## src/asu_pkg.sv

```systemverilog
// Shared constants and types of the asynchronous serial channel.
// Assumes a single 250 MHz clock and a 32-bit APB register port.
`default_nettype none

package asu_pkg;

  // Register byte offsets
  localparam logic [7:0] OFS_MODE = 8'h00;
  localparam logic [7:0] OFS_DIV = 8'h04;
  localparam logic [7:0] OFS_CTRL = 8'h08;
  localparam logic [7:0] OFS_TXB = 8'h0c;
  localparam logic [7:0] OFS_RXB = 8'h10;

  // Values after reset
  localparam logic [31:0] MODE_RESET = 32'h0000_0011;
  localparam logic [7:0] DIV_RESET = 8'h00;

  // Control register bit positions
  localparam int CTRL_TX_EN = 0;
  localparam int CTRL_TX_EMPTY = 1;
  localparam int CTRL_RX_EN = 2;
  localparam int CTRL_RX_FULL = 3;

  // Receive buffer status bit positions
  localparam int RXB_OVERRUN = 12;
  localparam int RXB_FRAMING = 13;
  localparam int RXB_PARITY = 14;
  localparam int RXB_ERR_SUM = 15;

  // Character length and prescaler codes
  localparam logic [1:0] LEN_7 = 2'h0;
  localparam logic [1:0] LEN_8 = 2'h1;
  localparam logic [1:0] PRE_DIV8 = 2'h1;
  localparam logic [1:0] PRE_DIV32 = 2'h2;

  // Cycle counts
  localparam logic [2:0] PRE8_LAST = 3'h7;
  localparam logic [4:0] PRE32_LAST = 5'h1f;
  localparam logic [3:0] SUB_LAST = 4'hf;
  localparam logic [3:0] SUB_MID = 4'h7;
  localparam logic [3:0] RX_SPAN = 4'hc;

  typedef struct packed {
    logic open_drain;
    logic tx_irq_done;
    logic [1:0] prescale;
    logic stop_two;
    logic sleep;
    logic parity_en;
    logic parity_even;
    logic flow_disable;
    logic ext_clock;
    logic rts_select;
    logic [1:0] char_len;
  } asu_mode_type;

  typedef struct packed {
    logic err_sum;
    logic parity_err;
    logic framing;
    logic overrun;
    logic [8:0] data;
  } asu_rx_type;

  typedef enum logic [0:0] {TX_IDLE, TX_SEND} asu_tx_state_type;
  typedef enum logic [1:0] {RX_IDLE, RX_START, RX_BITS} asu_rx_state_type;

endpackage

`default_nettype wire

```

## src/asu_baud.sv

```systemverilog
// Bit rate generator: sixteen-times oversampling strobe.
// Assumes the clock pin is already synchronous to clock.
`timescale 1ns/1ns
`default_nettype none

module asu_baud (
  // Clock and reset
  input wire logic clock,
  input wire logic srst,
  // Configuration
  input wire logic ext_clock,
  input wire logic [1:0] prescale,
  input wire logic [7:0] divisor,
  // External clock pin
  input wire logic serial_clock_pin,
  // Oversampling strobe
  output logic tick16
);
  import asu_pkg::*;

  logic [4:0] pre_q, next_pre;
  logic [7:0] cnt_q, next_cnt;
  logic pin_q, next_pin;
  logic next_tick;
  logic pre_tick;
  logic src_tick;

  always_comb begin
    next_pre = pre_q + 5'h01;
    next_pin = serial_clock_pin;
    case (prescale)
      PRE_DIV8: pre_tick = (pre_q[2:0] == PRE8_LAST);
      PRE_DIV32: pre_tick = (pre_q == PRE32_LAST);
      default: pre_tick = 1'b1;
    endcase
    src_tick = ext_clock ? (serial_clock_pin && !pin_q) : pre_tick;
    next_cnt = cnt_q;
    next_tick = 1'b0;
    if (src_tick) begin
      if (cnt_q >= divisor) begin
        next_cnt = 8'h00;
        next_tick = 1'b1;
      end else begin
        next_cnt = cnt_q + 8'h01;
      end
    end
  end

  always_ff @(posedge clock) begin
    if (srst) begin
      pre_q <= 5'h00;
      cnt_q <= 8'h00;
      pin_q <= 1'b0;
      tick16 <= 1'b0;
    end else begin
      pre_q <= next_pre;
      cnt_q <= next_cnt;
      pin_q <= next_pin;
      tick16 <= next_tick;
    end
  end

endmodule

`default_nettype wire

```

## src/asu_parity.sv

```systemverilog
// Parity of the character bits in use.
// Assumes unused upper bits may hold anything.
`timescale 1ns/1ns
`default_nettype none

module asu_parity (
  // Character
  input wire logic [8:0] data,
  input wire logic [1:0] char_len,
  // Exclusive-or of the used bits
  output logic odd_ones
);
  import asu_pkg::*;

  always_comb begin
    odd_ones = ^data[6:0];
    if (char_len != LEN_7) begin
      odd_ones = odd_ones ^ data[7];
    end
    if (char_len != LEN_7 && char_len != LEN_8) begin
      odd_ones = odd_ones ^ data[8];
    end
  end

endmodule

`default_nettype wire

```

## src/asu_uart.sv

```systemverilog
// Asynchronous serial channel with APB registers.
// Assumes serial pins are synchronous to clock; interrupt lines go to a controller.
`timescale 1ns/1ns
`default_nettype none

module asu_uart (
  // Clock and reset
  input wire logic clock,
  input wire logic srst,
  // APB slave
  input wire logic psel,
  input wire logic penable,
  input wire logic pwrite,
  input wire logic [7:0] paddr,
  input wire logic [31:0] pwdata,
  output logic [31:0] prdata,
  output logic pready,
  output logic pslverr,
  // Serial pins
  output logic serial_tx_out,
  output logic serial_tx_oe_n,
  input wire logic serial_rx_in,
  input wire logic serial_clock_pin,
  input wire logic cts_in,
  output logic rts_out,
  output logic rts_oe_n,
  // Pin roles
  output logic flow_pin_is_port,
  output logic clock_pin_is_port,
  // Interrupt requests
  output logic tx_irq_req,
  output logic rx_irq_req
);
  import asu_pkg::*;

  asu_mode_type mode_q, next_mode;
  logic [7:0] div_q, next_div;
  logic te_q, next_te, re_q, next_re;
  logic [8:0] txb_q, next_txb;
  logic tx_full_q, next_tx_full;
  asu_rx_type rxb_q, next_rxb;
  logic rx_full_q, next_rx_full;
  logic [31:0] next_prdata;
  logic next_rx_irq;

  asu_tx_state_type tx_state_q, next_tx_state;
  logic [12:0] tx_sh_q, next_tx_sh;
  logic [3:0] tx_left_q, next_tx_left;
  logic [3:0] tx_sub_q, next_tx_sub;
  logic tx_line_q, next_tx_line;
  logic next_tx_irq;

  asu_rx_state_type rx_state_q, next_rx_state;
  logic [11:0] rx_sh_q, next_rx_sh;
  logic [3:0] rx_left_q, next_rx_left;
  logic [3:0] rx_sub_q, next_rx_sub;

  logic tick16, tx_load, tx_fin, rx_end, rx_accept, cts_ok;
  logic wr, rd, setup, hit, rxb_read;
  logic [3:0] nbits, tx_total, rx_total;
  logic [12:0] tx_frame;
  logic [11:0] rx_fr;
  logic [8:0] rx_data;
  logic tx_xr, tx_par, rx_xr, rx_frame_err, rx_par_err, rx_msb;

  asu_baud u_baud (
    .clock(clock),
    .srst(srst),
    .ext_clock(mode_q.ext_clock),
    .prescale(mode_q.prescale),
    .divisor(div_q),
    .serial_clock_pin(serial_clock_pin),
    .tick16(tick16)
  );

  asu_parity u_tx_par (
    .data(txb_q),
    .char_len(mode_q.char_len),
    .odd_ones(tx_xr)
  );

  asu_parity u_rx_par (
    .data(rx_data),
    .char_len(mode_q.char_len),
    .odd_ones(rx_xr)
  );

  // Bus decode; zero wait states
  assign setup = psel && !penable;
  assign pready = psel && penable;
  assign wr = pready && pwrite;
  assign rd = pready && !pwrite;
  assign hit = (paddr == OFS_MODE) || (paddr == OFS_DIV) || (paddr == OFS_CTRL)
    || (paddr == OFS_TXB) || (paddr == OFS_RXB);
  assign pslverr = pready && !hit;
  assign rxb_read = rd && (paddr == OFS_RXB);

  // flow pin role and RTS drive
  assign flow_pin_is_port = mode_q.flow_disable;
  assign rts_oe_n = mode_q.flow_disable || !mode_q.rts_select;
  assign rts_out = !(re_q && !rx_full_q);
  assign clock_pin_is_port = !mode_q.ext_clock;
  assign serial_tx_out = tx_line_q;
  assign serial_tx_oe_n = mode_q.open_drain && tx_line_q;
  assign cts_ok = mode_q.flow_disable || mode_q.rts_select || !cts_in;

  // Frame geometry
  always_comb begin
    case (mode_q.char_len)
      LEN_7: nbits = 4'h7;
      LEN_8: nbits = 4'h8;
      default: nbits = 4'h9;
    endcase
    tx_total = 4'h2 + nbits + {3'h0, mode_q.parity_en} + {3'h0, mode_q.stop_two};
    rx_total = tx_total - 4'h1;
  end

  always_comb begin
    tx_par = tx_xr ^ !mode_q.parity_even;
    tx_frame = 13'h1fff;
    tx_frame[0] = 1'b0;
    for (int i = 0; i < 9; i++) begin
      if (i < int'(nbits)) begin
        tx_frame[i + 1] = txb_q[i];
      end
    end
    if (mode_q.parity_en) begin
      tx_frame[nbits + 4'h1] = tx_par;
    end
  end

  // Received frame unpack
  always_comb begin
    rx_fr = {serial_rx_in, rx_sh_q[11:1]} >> (RX_SPAN - rx_total);
    rx_data = rx_fr[8:0];
    for (int i = 0; i < 9; i++) begin
      if (i >= int'(nbits)) begin
        rx_data[i] = 1'b0;
      end
    end
    rx_msb = rx_fr[nbits - 4'h1];
    // every stop bit must be high
    rx_frame_err = !rx_fr[nbits + {3'h0, mode_q.parity_en}];
    if (mode_q.stop_two && !rx_fr[nbits + {3'h0, mode_q.parity_en} + 4'h1]) begin
      rx_frame_err = 1'b1;
    end
    rx_par_err = mode_q.parity_en && (rx_xr ^ rx_fr[nbits] ^ !mode_q.parity_even);
    rx_accept = rx_end && !(mode_q.sleep && !rx_msb);
  end

  // Transmitter
  always_comb begin
    next_tx_state = tx_state_q;
    next_tx_sh = tx_sh_q;
    next_tx_left = tx_left_q;
    next_tx_sub = tx_sub_q;
    tx_load = 1'b0;
    tx_fin = 1'b0;
    case (tx_state_q)
      TX_IDLE: begin
        if (te_q && tx_full_q && cts_ok) begin
          tx_load = 1'b1;
          next_tx_sh = tx_frame;
          next_tx_left = tx_total;
          next_tx_sub = 4'h0;
          next_tx_state = TX_SEND;
        end
      end
      TX_SEND: begin
        if (tick16) begin
          next_tx_sub = tx_sub_q + 4'h1;
          if (tx_sub_q == SUB_LAST) begin
            next_tx_sh = {1'b1, tx_sh_q[12:1]};
            next_tx_left = tx_left_q - 4'h1;
            if (tx_left_q == 4'h1) begin
              tx_fin = 1'b1;
              next_tx_state = TX_IDLE;
            end
          end
        end
      end
      default: next_tx_state = TX_IDLE;
    endcase
    next_tx_line = (next_tx_state == TX_SEND) ? next_tx_sh[0] : 1'b1;
    next_tx_irq = mode_q.tx_irq_done ? tx_fin : tx_load;
  end

  always_ff @(posedge clock) begin
    if (srst) begin
      tx_state_q <= TX_IDLE;
      tx_sh_q <= 13'h1fff;
      tx_left_q <= 4'h0;
      tx_sub_q <= 4'h0;
      tx_line_q <= 1'b1;
      tx_irq_req <= 1'b0;
    end else begin
      tx_state_q <= next_tx_state;
      tx_sh_q <= next_tx_sh;
      tx_left_q <= next_tx_left;
      tx_sub_q <= next_tx_sub;
      tx_line_q <= next_tx_line;
      tx_irq_req <= next_tx_irq;
    end
  end

  // Receiver
  always_comb begin
    next_rx_state = rx_state_q;
    next_rx_sh = rx_sh_q;
    next_rx_left = rx_left_q;
    next_rx_sub = rx_sub_q;
    rx_end = 1'b0;
    case (rx_state_q)
      RX_IDLE: begin
        if (re_q && !serial_rx_in && tick16) begin
          next_rx_sub = 4'h0;
          next_rx_state = RX_START;
        end
      end
      RX_START: begin
        if (tick16) begin
          next_rx_sub = rx_sub_q + 4'h1;
          if (rx_sub_q == SUB_MID) begin
            next_rx_sub = 4'h0;
            next_rx_left = rx_total;
            next_rx_state = serial_rx_in ? RX_IDLE : RX_BITS;
          end
        end
      end
      RX_BITS: begin
        if (tick16) begin
          next_rx_sub = rx_sub_q + 4'h1;
          if (rx_sub_q == SUB_LAST) begin
            next_rx_sh = {serial_rx_in, rx_sh_q[11:1]};
            next_rx_left = rx_left_q - 4'h1;
            if (rx_left_q == 4'h1) begin
              rx_end = 1'b1;
              next_rx_state = RX_IDLE;
            end
          end
        end
      end
      default: next_rx_state = RX_IDLE;
    endcase
  end

  always_ff @(posedge clock) begin
    if (srst) begin
      rx_state_q <= RX_IDLE;
      rx_sh_q <= 12'h000;
      rx_left_q <= 4'h0;
      rx_sub_q <= 4'h0;
    end else begin
      rx_state_q <= next_rx_state;
      rx_sh_q <= next_rx_sh;
      rx_left_q <= next_rx_left;
      rx_sub_q <= next_rx_sub;
    end
  end

  // Registers
  always_comb begin
    next_mode = mode_q;
    next_div = div_q;
    next_te = te_q;
    next_re = re_q;
    next_txb = txb_q;
    next_tx_full = tx_full_q && !tx_load;
    next_rxb = rxb_q;
    next_rx_full = rx_full_q;
    next_rx_irq = 1'b0;
    next_prdata = prdata;
    if (wr) begin
      case (paddr)
        OFS_MODE: next_mode = asu_mode_type'(pwdata[12:0]);
        OFS_DIV: next_div = pwdata[7:0];
        OFS_CTRL: begin
          next_te = pwdata[CTRL_TX_EN];
          next_re = pwdata[CTRL_RX_EN];
        end
        OFS_TXB: begin
          next_txb = pwdata[8:0];
          next_tx_full = 1'b1;
        end
        default: next_div = div_q;
      endcase
    end
    if (rxb_read) begin
      next_rx_full = 1'b0;
      next_rxb.overrun = 1'b0;
      next_rxb.framing = 1'b0;
      next_rxb.parity_err = 1'b0;
      next_rxb.err_sum = 1'b0;
    end
    // New character wins over the read clear
    if (rx_accept) begin
      next_rxb.data = rx_data;
      next_rxb.overrun = rx_full_q && !rxb_read;
      next_rxb.framing = rx_frame_err;
      next_rxb.parity_err = rx_par_err;
      next_rxb.err_sum = next_rxb.overrun || rx_frame_err || rx_par_err;
      next_rx_full = 1'b1;
      next_rx_irq = !next_rxb.overrun;
    end
    if (setup && !pwrite) begin
      next_prdata = 32'h0000_0000;
      case (paddr)
        OFS_MODE: next_prdata[12:0] = mode_q;
        OFS_DIV: next_prdata[7:0] = div_q;
        OFS_CTRL: begin
          next_prdata[CTRL_TX_EN] = te_q;
          next_prdata[CTRL_TX_EMPTY] = !tx_full_q;
          next_prdata[CTRL_RX_EN] = re_q;
          next_prdata[CTRL_RX_FULL] = rx_full_q;
        end
        OFS_RXB: begin
          next_prdata[8:0] = rxb_q.data;
          next_prdata[RXB_OVERRUN] = rxb_q.overrun;
          next_prdata[RXB_FRAMING] = rxb_q.framing;
          next_prdata[RXB_PARITY] = rxb_q.parity_err;
          next_prdata[RXB_ERR_SUM] = rxb_q.err_sum;
        end
        default: next_prdata = 32'h0000_0000;
      endcase
    end
  end

  always_ff @(posedge clock) begin
    if (srst) begin
      mode_q <= asu_mode_type'(MODE_RESET[12:0]);
      div_q <= DIV_RESET;
      te_q <= 1'b0;
      re_q <= 1'b0;
      txb_q <= 9'h000;
      tx_full_q <= 1'b0;
      rxb_q <= '0;
      rx_full_q <= 1'b0;
      rx_irq_req <= 1'b0;
      prdata <= 32'h0000_0000;
    end else begin
      mode_q <= next_mode;
      div_q <= next_div;
      te_q <= next_te;
      re_q <= next_re;
      txb_q <= next_txb;
      tx_full_q <= next_tx_full;
      rxb_q <= next_rxb;
      rx_full_q <= next_rx_full;
      rx_irq_req <= next_rx_irq;
      prdata <= next_prdata;
    end
  end
endmodule

`default_nettype wire

```

## config.mk

```make
export PLATFORM = sky130hd
export DESIGN_NAME = asu_uart
export DESIGN_NICKNAME = d
export VERILOG_FILES = /design/src/asu_pkg.sv /design/src/asu_baud.sv /design/src/asu_parity.sv /design/src/asu_uart.sv
export SDC_FILE = /design/constraint.sdc
export NUM_CORES = 1
export LEC_CHECK = 0
export ABC_AREA = 1
export BUFFER_PORTS_ARGS = -buffer_cell sky130_fd_sc_hd__buf_2
export CAP_MARGIN = 10
export CORE_MARGIN = 5
export CORE_UTILIZATION = 49
export CTS_BUF_LIST = sky130_fd_sc_hd__clkbuf_4
export CTS_CLUSTER_DIAMETER = 30
export DETAILED_ROUTE_END_ITERATION = 7
export GPL_TIMING_DRIVEN = 0
export HOLD_SLACK_MARGIN = 0.02
export PLACE_DENSITY = 0.76
export SLEW_MARGIN = 20
export SYNTH_ARGS = -nofsm -noshare
export SYNTH_HDL_FRONTEND = slang
export SYNTH_SLANG_ARGS = --single-unit
```

## constraint.sdc

```tcl
create_clock -name clock -period 3.41 [get_ports clock]
set_input_delay 0.1705 -clock clock [delete_from_list [all_inputs] [get_ports clock]]
set_output_delay 0.1705 -clock clock [all_outputs]
set_load 0.02 [all_outputs]
```

---- Word-level counts from Yosys, hierarchy flattened ----
Cells that the tools add are included.
word-level totals
  register bits after elaboration ......... 125
cells by class
  add/sub/neg operators ................... 15
  shift operators ......................... 1
  multiplexer cells ....................... 96
  reduce and logical (&&, ||, !) cells .... 72
  bitwise operators ....................... 11
  $lt $le $gt $ge ......................... 25
  eq/ne operators ......................... 26
operator list
  operator                                                count
  two-way mux 13 bit                                      5
  two-way mux 4 bit                                       14
  two-way mux 1 bit                                       48
  case mux 4 bit (2 select lines)                         4
  case mux 13 bit (2 select lines)                        1
  < comparator 4 x 5 -> 1 bit (second input constant)     5
  case mux 4 bit (3 select lines)                         2
  logical AND 1 bit                                       22
  zero test 1 bit                                         19
  adder 4 x 1 -> 4 bit (second input constant)            4
  binary-select mux 1 bit (select 4 bit)                  4
  equality test 8 x 4 -> 1 bit (second input constant)    2
  >= comparator 3 x 4 -> 1 bit (first input constant)     4
  < comparator 3 x 4 -> 1 bit (first input constant)      4
  case mux 4 bit (4 select lines)                         1
  subtractor 4 x 1 -> 4 bit (second input constant)       4
  two-way mux 2 bit                                       7
  XOR reduction 7 bit                                     2
  bitwise mux 13 bit                                      1
  adder 4 x 1 -> 4 bit                                    3
  >> shifter 12 x 4 -> 12 bit                             1
  inequality test 2 x 1 -> 1 bit (second input constant)  5
  inequality test 2 bit (second input constant)           5
  AND reduction 2 bit                                     5
  other kinds (38)                                        74

---- Depth between registers and ports, before layout ----
Gate-level depths: netlist (run 1).
  word-level depth ........................ 19
  mapped depth ............................ 22
  depth with buffers taken out ............ 21

---- By module ----
Synthesis (run 1) repeated with hierarchy kept, for this count alone.
second synthesis, totals
  cells, all modules ...................... 1016
  area, all modules ....................... 7046.8 um^2
modules (own cells, without submodules)
  module      cells an instance  times used  sequential area each (um^2)  area an instance (um^2)
  asu_uart    817                1           2182.1                       5809.3
  asu_baud    123                1           300.3                        927.1
  asu_parity  38                 2           0.0                          155.1

---- Worst setup path after synthesis (run 1) ----
OpenSTA, ideal clock, no wires.
  path kind ............................... register -> register
  start ................................... register mode_q[6] (netlist name)
  end ..................................... register rxb_q[9] (netlist name)
  setup time .............................. 0.068 ns
  stages on the path, launching flop included .. 18
  arrival ................................. 2.617 ns
  required time ........................... 3.342 ns
  slack ................................... 0.725 ns
  path buffers ............................ 2
  period minus slack after synthesis ...... 2.685 ns
  cells stage by stage .................... dfxtp_1 -> inv_1 -> fa_1 -> inv_1 -> ha_1 -> inv_2 -> buf_4 -> nand2_1 -> a21oi_1 -> nand2_1 -> a21oi_1 -> nand2_1 -> nand2_1 -> nand2_2 -> a21boi_4 -> buf_6 -> nand2_1 -> a21oi_2
on the way
  word-level cells in the longest chain between the ends .. 12
ends and longest elaborated chain
  item                                                             RTL line         text
  start: declaration                                               asu_uart.sv:36   asu_mode_type mode_q, next_mode;
  start signal: assignment                                         asu_uart.sv:330  mode_q <= asu_mode_type'(MODE_RESET[12:0]);
  start signal: assignment                                         asu_uart.sv:341  mode_q <= next_mode;
  adder 4 x 1 -> 4 bit * (2 in series)                             asu_uart.sv:114  tx_total = 4'h2 + nbits + {3'h0, mode_q.parity_en} + {3'h0, mode_q.stop_two};
  subtractor 4 x 1 -> 4 bit *                                      asu_uart.sv:115  rx_total = tx_total - 4'h1;
  subtractor 4 bit *                                               asu_uart.sv:134  rx_fr = {serial_rx_in, rx_sh_q[11:1]} >> (RX_SPAN - rx_total);
  >> shifter 12 x 4 -> 12 bit *                                    asu_uart.sv:134
  binary-select mux 1 bit (select 4 bit) *                         asu_uart.sv:141  rx_msb = rx_fr[nbits - 4'h1];
  two-way mux 1 bit (implied by the code) *                        asu_uart.sv:141
  zero test 1 bit *                                                asu_uart.sv:148  rx_accept = rx_end && !(mode_q.sleep && !rx_msb);
  logical AND 1 bit *                                              asu_uart.sv:148
  zero test 1 bit *                                                asu_uart.sv:148
  logical AND 1 bit *                                              asu_uart.sv:148
  two-way mux 13 bit / nonzero test 2 bit (equally long branches)  n/a
  end signal: assignment                                           asu_uart.sv:347  rxb_q <= next_rxb;
  end: declaration                                                 asu_uart.sv:41   asu_rx_type rxb_q, next_rxb;
Every way passes the cells marked *; elsewhere a longest branch is shown, timed or not. The select of a mux whose other input is x is not followed.
A chain may end at the register's enable or synchronous reset.

---- Worst setup path after layout (run 1) ----
  start ................................... register mode_q[6] (netlist name)
  end ..................................... register rxb_q[10] (netlist name)
on the way
  word-level cells in the longest chain between the ends .. 12
ends and longest elaborated chain
  item                                                             RTL line
  adder 4 x 1 -> 4 bit (2 in series)                               asu_uart.sv:114
  subtractor 4 x 1 -> 4 bit                                        asu_uart.sv:115
  subtractor 4 bit                                                 asu_uart.sv:134
  >> shifter 12 x 4 -> 12 bit                                      asu_uart.sv:134
  binary-select mux 1 bit (select 4 bit)                           asu_uart.sv:141
  two-way mux 1 bit (implied by the code)                          asu_uart.sv:141
  zero test 1 bit                                                  asu_uart.sv:148
  logical AND 1 bit                                                asu_uart.sv:148
  zero test 1 bit                                                  asu_uart.sv:148
  logical AND 1 bit                                                asu_uart.sv:148
  two-way mux 13 bit / nonzero test 2 bit (equally long branches)  n/a
Several ways; a longest one is shown, not always the timed one. The select of a mux whose other input is x is not followed.

==> results of run 1 <==
## through the flow
stage | instances | hold WS (ns) | instance area, µm² | setup slack (ns) | utilization
after detailed placement | 1205 | 0.393 | 7330 | 0.219 | 0.534
after CTS | 1253 | 0.0387 | 7800 | 0.184 | 0.569
after floorplan | 971 | 0.292 | 6830 | 0.725 | -
final | 1254 | 0.0732 | 7810 | 0.275 | 0.570
after global routing | 1254 | 0.0746 | 7810 | 0.0647 | 0.570
after global placement | 1205 | 0.387 | 7330 | 0.195 | 0.534
## flip-flops by register name (all words and copies together) (netlist names), 2 cells and up
register	cells
rx_left_q	4
prdata	16
txb_q	9
u_baud.pre_q	5
tx_sub_q	4
div_q	8
rx_state_q	2
tx_sh_q	13
rxb_q	13
tx_left_q	4
mode_q	12
rx_sub_q	4
rx_sh_q	11
u_baud.cnt_q	8
## repair_timing
| item | 4_1_cts | 5_1_grt |
|---|---|---|
| gates resized for setup | 0 | 2 |
| endpoints found under the hold margin | 36 | 0 |
| setup endpoints to repair | 0 | 12 |
| hold buffers | 16 | 0 |
## per-layer routing
metal | track usage | vias up | share of wire
met5 | 0 | - | 0
met4 | 0.0637 | 0 | 0.018
met3 | 0.0627 | 27 | 0.075
met2 | 0.361 | 219 | 0.45
met1 | 0.315 | 3113 | 0.46
li1 | - | 3340 | -
## power by group through the flow
| stage | combinational (W) | clock (W) | sequential [W] |
|---|---|---|---|
| global route | 0.000436 | 0.00124 | 0.00150 |
| finish | 0.000383 | 0.00117 | 0.00150 |
| floorplan | 0.000264 | 0 | 0.00153 |
| CTS | 0.000380 | 0.00117 | 0.00150 |
| global placement | 0.000355 | 0 | 0.00153 |
| detailed placement | 0.000365 | 0 | 0.00153 |
## area by class of cell
type | count | area, µm²
tap | 180 | 225
multi-input combinational | 679 | 3620
timing repair buffer | 70 | 430
buffer | 47 | 277
inverter | 121 | 454
antenna | 1 | 2.50
fill | 1308 | 5910
clock buffer | 20 | 150
clock inverter | 12 | 169
sequential | 124 | 2480
## worst max path at each step
stage	start	endpoint	cells after the start
final	mode_q[6]	rxb_q[10]	17
after global placement	mode_q[6]	rxb_q[10]	17
after detailed placement	mode_q[6]	rxb_q[10]	17
after CTS	mode_q[6]	rxb_q[10]	17
after floorplan	mode_q[6]	rxb_q[9]	17
after global routing	mode_q[6]	rxb_q[3]	17
## critical path, cell delays in order, from the launching register on
cell and delay, ns:
dfxtp_2 0.44, inv_1 0.17, fa_1 0.51, inv_1 0.08, ha_1 0.25, inv_2 0.10, buf_4 0.20, nand2_1 0.07
a21oi_1 0.13, nand2_1 0.16, a21oi_1 0.16, nand2_1 0.06, nand2_1 0.07, nand2_2 0.07, a21boi_4 0.19, buf_6 0.17
nand3_2 0.09, a21oi_2 0.13
## kinds of logic after synthesis
group / after synthesis / synth area share
adder cells (fa/ha/maj): 34 / 0.0639
AND/OR/NAND/NOR: 404 / 0.261
flip-flops: 124 / 0.366
XOR/XNOR: 20 / 0.0270
AO/OA/AOI/OAI: 205 / 0.174
buffers and inverters: 168 / 0.108
other: 1 / 0.000554
## placed cells by master (no fill, tap or decap), types with 5 or more instances in the layout
| cell | n |
|---|---|
| clkinv_2 | 5 |
| nor2_1 | 83 |
| o21ai_0 | 74 |
| o21ai_1 | 9 |
| xnor2_1 | 5 |
| clkbuf_4 | 20 |
| nor3_1 | 9 |
| nand3_1 | 66 |
| ha_1 | 33 |
| o22ai_1 | 7 |
| inv_1 | 111 |
| buf_4 | 18 |
| buf_2 | 56 |
| dfxtp_1 | 123 |
| a211oi_1 | 12 |
| nand2_1 | 204 |
| clkbuf_1 | 22 |
| inv_2 | 6 |
| a21oi_1 | 75 |
| xor2_1 | 14 |
| a221oi_1 | 5 |
| nand4_1 | 21 |
| dlygate4sd3_1 | 16 |
| o2111ai_1 | 5 |
| conb_1 | 16 |
==> key figures, run 1 <==
Outcome
  – Status: finished clean

Final layout
  – Area Growth Syn to Fin: 15.3%
  – Layout cells sized above 1: 0.132
  – Fin nets: 1,142

Clock network
  – Deepest clock path buffer count: 2
  – CTS sink count: 124
  – CTS Buf Count: 17
  – CTS root buf: clkbuf_4
  – TritonCTS clock tree: built
  – Clock transition at the registers of the reported paths: 0.11 ns
  – Clock latency at the later pin of the worst-skew pair: 0.54 ns
  – Setup Fix Bufs, Post-CTS: 0
  – H-tree levels: 4

Die
  – Die height: 128 µm
  – Std cell rows: 43
  – Initial Util: 0.494
  – Area of the core: 13,700 µm²
  – DIE AREA: 16,300 µm²
  – Die width: 128 µm
  – I/O pin cnt: 90

STA
  – Slew Limit Fails: 0
  – Final setup TNS: 0 ns
  – Final worst path period share: 0.919
  – Min Tclk post-route: 3.13 ns
  – Clk_skew: 0.0134 ns
  – Worst-margin pin slew: 0.861 ns
  – Worst slew margin: 0.426
  – Final Hold Vio Count: 0
  – Setup-failing EPs final: 0
  – RSZ-0062 raised after global routing: false
  – Max Clock Freq: 319 MHz

Logic synthesis
  – Most frequent cell after synthesis: nand2_1
  – Yosys top cell by area: dfxtp_1
  – Yosys cell types: 48
  – Post-synthesis async set-or-reset flop share: 0
  – Post-synth top area share: 0.366
  – Seq cells post-synth: 124
  – Syn_area_per_cell: 7.09 µm²
  – Sequential area share after synthesis: 0.366
  – Post-Synthesis Cells: 956
  – Number of enable flip-flop cells after synthesis: 0
  – Main synth FF type: dfxtp_1
  – Most frequent cells after synthesis: 204 x nand2_1, 124 x dfxtp_1, 111 x inv_1
  – Mapped Area: 6770 µm²
  – Ys Warns: 0
  – Largest cells by area after synthesis: dfxtp_1 37%, nand2_1 11%, inv_1 6.2%, ha_1 6.1%, a21oi_1 5.5%

Route
  – DR iter-0 viols: 622
  – WL/cell: 14.8 µm
  – # DRC: 0
  – Initial DRT Pass Iterations: 5
  – Via count: 6,699
  – WL final: 18.6 mm
  – Routed vias/inst: 5.34
  – Post-DRT Antenna Nets: 0

Global routing
  – Overall Global Routing Usage: 0.231
  – Largest net degree at the start of global routing: 17
  – Global route overflow: 0
  – First-pass GRT wire length: 30.2 mm
  – Initial antenna violation count: 1
  – Vias in the first global route: 6,168

Power
  – Peak VDD IR: 0.333 mV
  – Internal power contribution: 0.00222 W
  – Leakage: 3.41 nW
  – Clock group share of total power: 0.383
  – Pwr dens: 390 nW/µm²
  – Total power: 0.00305 W
  – Sequential share of power: 0.492
  – Logic pwr share: 0.126
  – Switching Fraction: 0.272
  – Psw: 0.000830 W

Flow run
  – Max Cap Violations: 0

Hold path
  – Worst hold path class: in -> reg
  – Hold endpoint: prdata[11]
  – Hold Path Stages: 6
  – HP Start: paddr[4]

Setup path
  – CP endpoint kind: register
  – Required time of the critical path: 3.88 ns
  – Critical Path AT: 3.61 ns
  – RR Endpoint: rxb_q[10]
  – R2R depth: 17
  – R2r setup slk: 0.28 ns
  – Worst Setup Start Kind: register
  – Launching point of the worst reg2reg path: mode_q[6]
  – Critical path type: reg -> reg
  – Crit-path max FO: 10

Placed design
  – Final GP Congestion: 0.940
  – Post-DP HPWL: 14.1 mm
  – I/O Buffers: 54
(Power assumes the default switching activity.)
==> inputs of run 2 (changes only) <==
Settings changed: SETUP_SLACK_MARGIN set to 0.4.
==> key figures, run 2 (synthesis results as in run 1) <==
Route
  – Via count: 6,761
  – Initial DRT Pass Iterations: 6
  – Wire length on met1: 8.59 mm
  – WL final: 19.0 mm
  – WL/cell: 14.9 µm
  – Post-DRT Antenna Nets: 0
  – Met2 Wirelength: 8.43 mm
  – # DRC: 0
  – DR iter-0 viols: 736
  – Length of routed met3 wiring: 1.56 mm
  – Top Metal Used: met4
  – Routed vias/inst: 5.33

Power
  – Total power: 0.00305 W
  – Pwr dens: 383 nW/µm²
  – Internal power contribution: 0.00222 W
  – Sequential share of power: 0.491
  – Clock group share of total power: 0.384
  – Switching Fraction: 0.273
  – Leakage: 3.51 nW
  – Peak VDD IR: 0.333 mV
  – Psw: 0.000834 W
  – Logic pwr share: 0.126

STA
  – RSZ-0062 raised after global routing: false
  – Max Clock Freq: 353 MHz
  – Slew Limit Fails: 0
  – Final worst path period share: 0.830
  – Setup-failing EPs final: 0
  – Final Hold Vio Count: 0
  – Worst slew margin: 0.431
  – Final setup TNS: 0 ns
  – Clk_skew: 0.0152 ns
  – Min Tclk post-route: 2.83 ns
  – Worst-margin pin slew: 0.853 ns
  – Final worst slack: 0.580 ns

Setup path
  – Most used cell, CP: nand2_1
  – Critical path type: reg -> reg
  – Cell Chain, Critical Path: inv_2 -> nor2_4 -> fa_2 -> buf_4 -> ha_1 -> inv_1 -> nand3_1 -> a21oi_1 -> o21ai_0 -> o21ai_1 -> nand3_1 -> nand2_1 -> nand2_1 -> nand2_1 -> nand2_1 -> inv_1 -> a21oi_1
  – Worst path bufs/invs: 4
  – Crit-path max FO: 8
  – R2r setup slk: 0.58 ns
  – Slowest CP cell: fa_2
  – CP max stage delay: 0.39 ns
  – Required time of the critical path: 3.82 ns
  – Worst Setup Start Kind: register
  – Top Family by Delay on Critical Path: adder cells
  – Critical Path AT: 3.24 ns
  – RR Endpoint: rxb_q[12]
  – R2R depth: 17
  – CP endpoint kind: register
  – Launching point of the worst reg2reg path: mode_q[0]

Final layout
  – Area Growth Syn to Fin: 17.7%
  – Non-Filler Instances: 1,269
  – Layout cells sized above 1: 0.154
  – Fin nets: 1,157
  – Top reg by flops: prdata
  – Most common cell after layout, fill and taps aside: nand2_1
  – Largest regs: prdata (16), rxb_q (13), tx_sh_q (13)
  – Max reg flops: 16
  – Fillers: 1,284
  – Commonest non-fill, non-tap cells in the layout: 203 x nand2_1, 120 x dfxtp_1, 109 x inv_1
  – Util after Layout: 0.581

Clock network
  – TritonCTS clock tree: built
  – Clock transition at the registers of the reported paths: 0.12 ns
  – H-tree levels: 4
  – Clock latency at the later pin of the worst-skew pair: 0.55 ns
  – CTS sink count: 124
  – CTS root buf: clkbuf_4
  – Deepest clock path buffer count: 2
  – CTS Buf Count: 17

Global routing
  – Global route overflow: 0
  – First-pass GRT wire length: 30.2 mm
  – Vias in the first global route: 6,172
  – Initial antenna violation count: 1
  – Overall Global Routing Usage: 0.231
  – Largest net degree at the start of global routing: 17

Die
  – DIE AREA: 16,300 µm²
  – Die width: 128 µm
  – I/O pin cnt: 90
  – Die height: 128 µm
  – Initial Util: 0.494
  – Std cell rows: 43
  – Area of the core: 13,700 µm²

Outcome
  – Status: finished clean

Hold path
  – HP Start: paddr[4]
  – Hold Path Stages: 6
  – Worst hold path class: in -> reg
  – Hold endpoint: prdata[11]

Placed design
  – I/O Buffers: 54
  – Dpl cells: 1,205
  – Post-DP HPWL: 14.1 mm
  – Final GP Congestion: 0.940
  – Place WS: 0.219 ns

Flow run
  – Max Cap Violations: 0
## run 2: changes by cell type in the layout (fill, tap and decap cells not counted), sizes merged
cell      before  now
buf           79   94
inv          118  117
clkinvlp       2    3
## run 2: how the worst max path moves through the flow
stage / startpoint / to / slack, ns / cells after the start
CTS: mode_q[6] / rxb_q[10] / 0.45 / 17
global route: mode_q[0] / rxb_q[5] / 0.40 / 19
detailed placement: mode_q[6] / rxb_q[10] / 0.22 / 17
global placement: mode_q[6] / rxb_q[10] / 0.19 / 17
floorplan: mode_q[6] / rxb_q[9] / 0.73 / 17
finish: mode_q[0] / rxb_q[12] / 0.58 / 17
## run 2: metal layers
| layer | track usage | vias up |
|---|---|---|
| met5 | 0 | - |
| met4 | 0.0637 | 0 |
| met3 | 0.0627 | 33 |
| met2 | 0.362 | 248 |
| met1 | 0.315 | 3114 |
| li1 | - | 3366 |
## run 2: what timing repair did
item,CTS,global route
setup endpoints to repair,15,16
setup buffers,1,13
gates cloned,0,1
pin swaps,1,4
hold buffers,16,0
hold endpoints to repair,36,0
gates resized for setup,4,15
## run 2: power by group through the flow
stage                     Combinational (W)  Clock (W)  Sequential [W]
after global placement             0.000355          0         0.00153
after floorplan                    0.000264          0         0.00153
after CTS                          0.000380    0.00117         0.00150
after detailed placement           0.000365          0         0.00153
after global routing               0.000437    0.00124         0.00150
final                              0.000384    0.00117         0.00150
## run 2: area by class of cell
class	count	area, µm²	share of cell area
sequential	124	2490	0.313
buffer	47	287	0.0359
inverter	121	458	0.0575
antenna	1	2.50	0.000314
tap	180	225	0.0283
multi-input combinational	679	3650	0.457
clock buffer	20	150	0.0188
timing repair buffer	85	541	0.0678
clock inverter	12	169	0.0212
## run 2: tightest hold or removal path, stage by stage
cell	delay (ns)
buf_2	0.09
nor2_1	0.07
inv_1	0.07
nor2_2	0.07
nand2_1	0.06
a21oi_1	0.05
## run 2: through the flow
| stage | area (µm²) | hold WS (ns) |
|---|---|---|
| CTS | 7820 | 0.0387 |
| global placement | 7330 | 0.387 |
| floorplan | 6830 | 0.292 |
| finish | 7970 | 0.0590 |
| global route | 7970 | 0.0746 |
| detailed placement | 7330 | 0.393 |
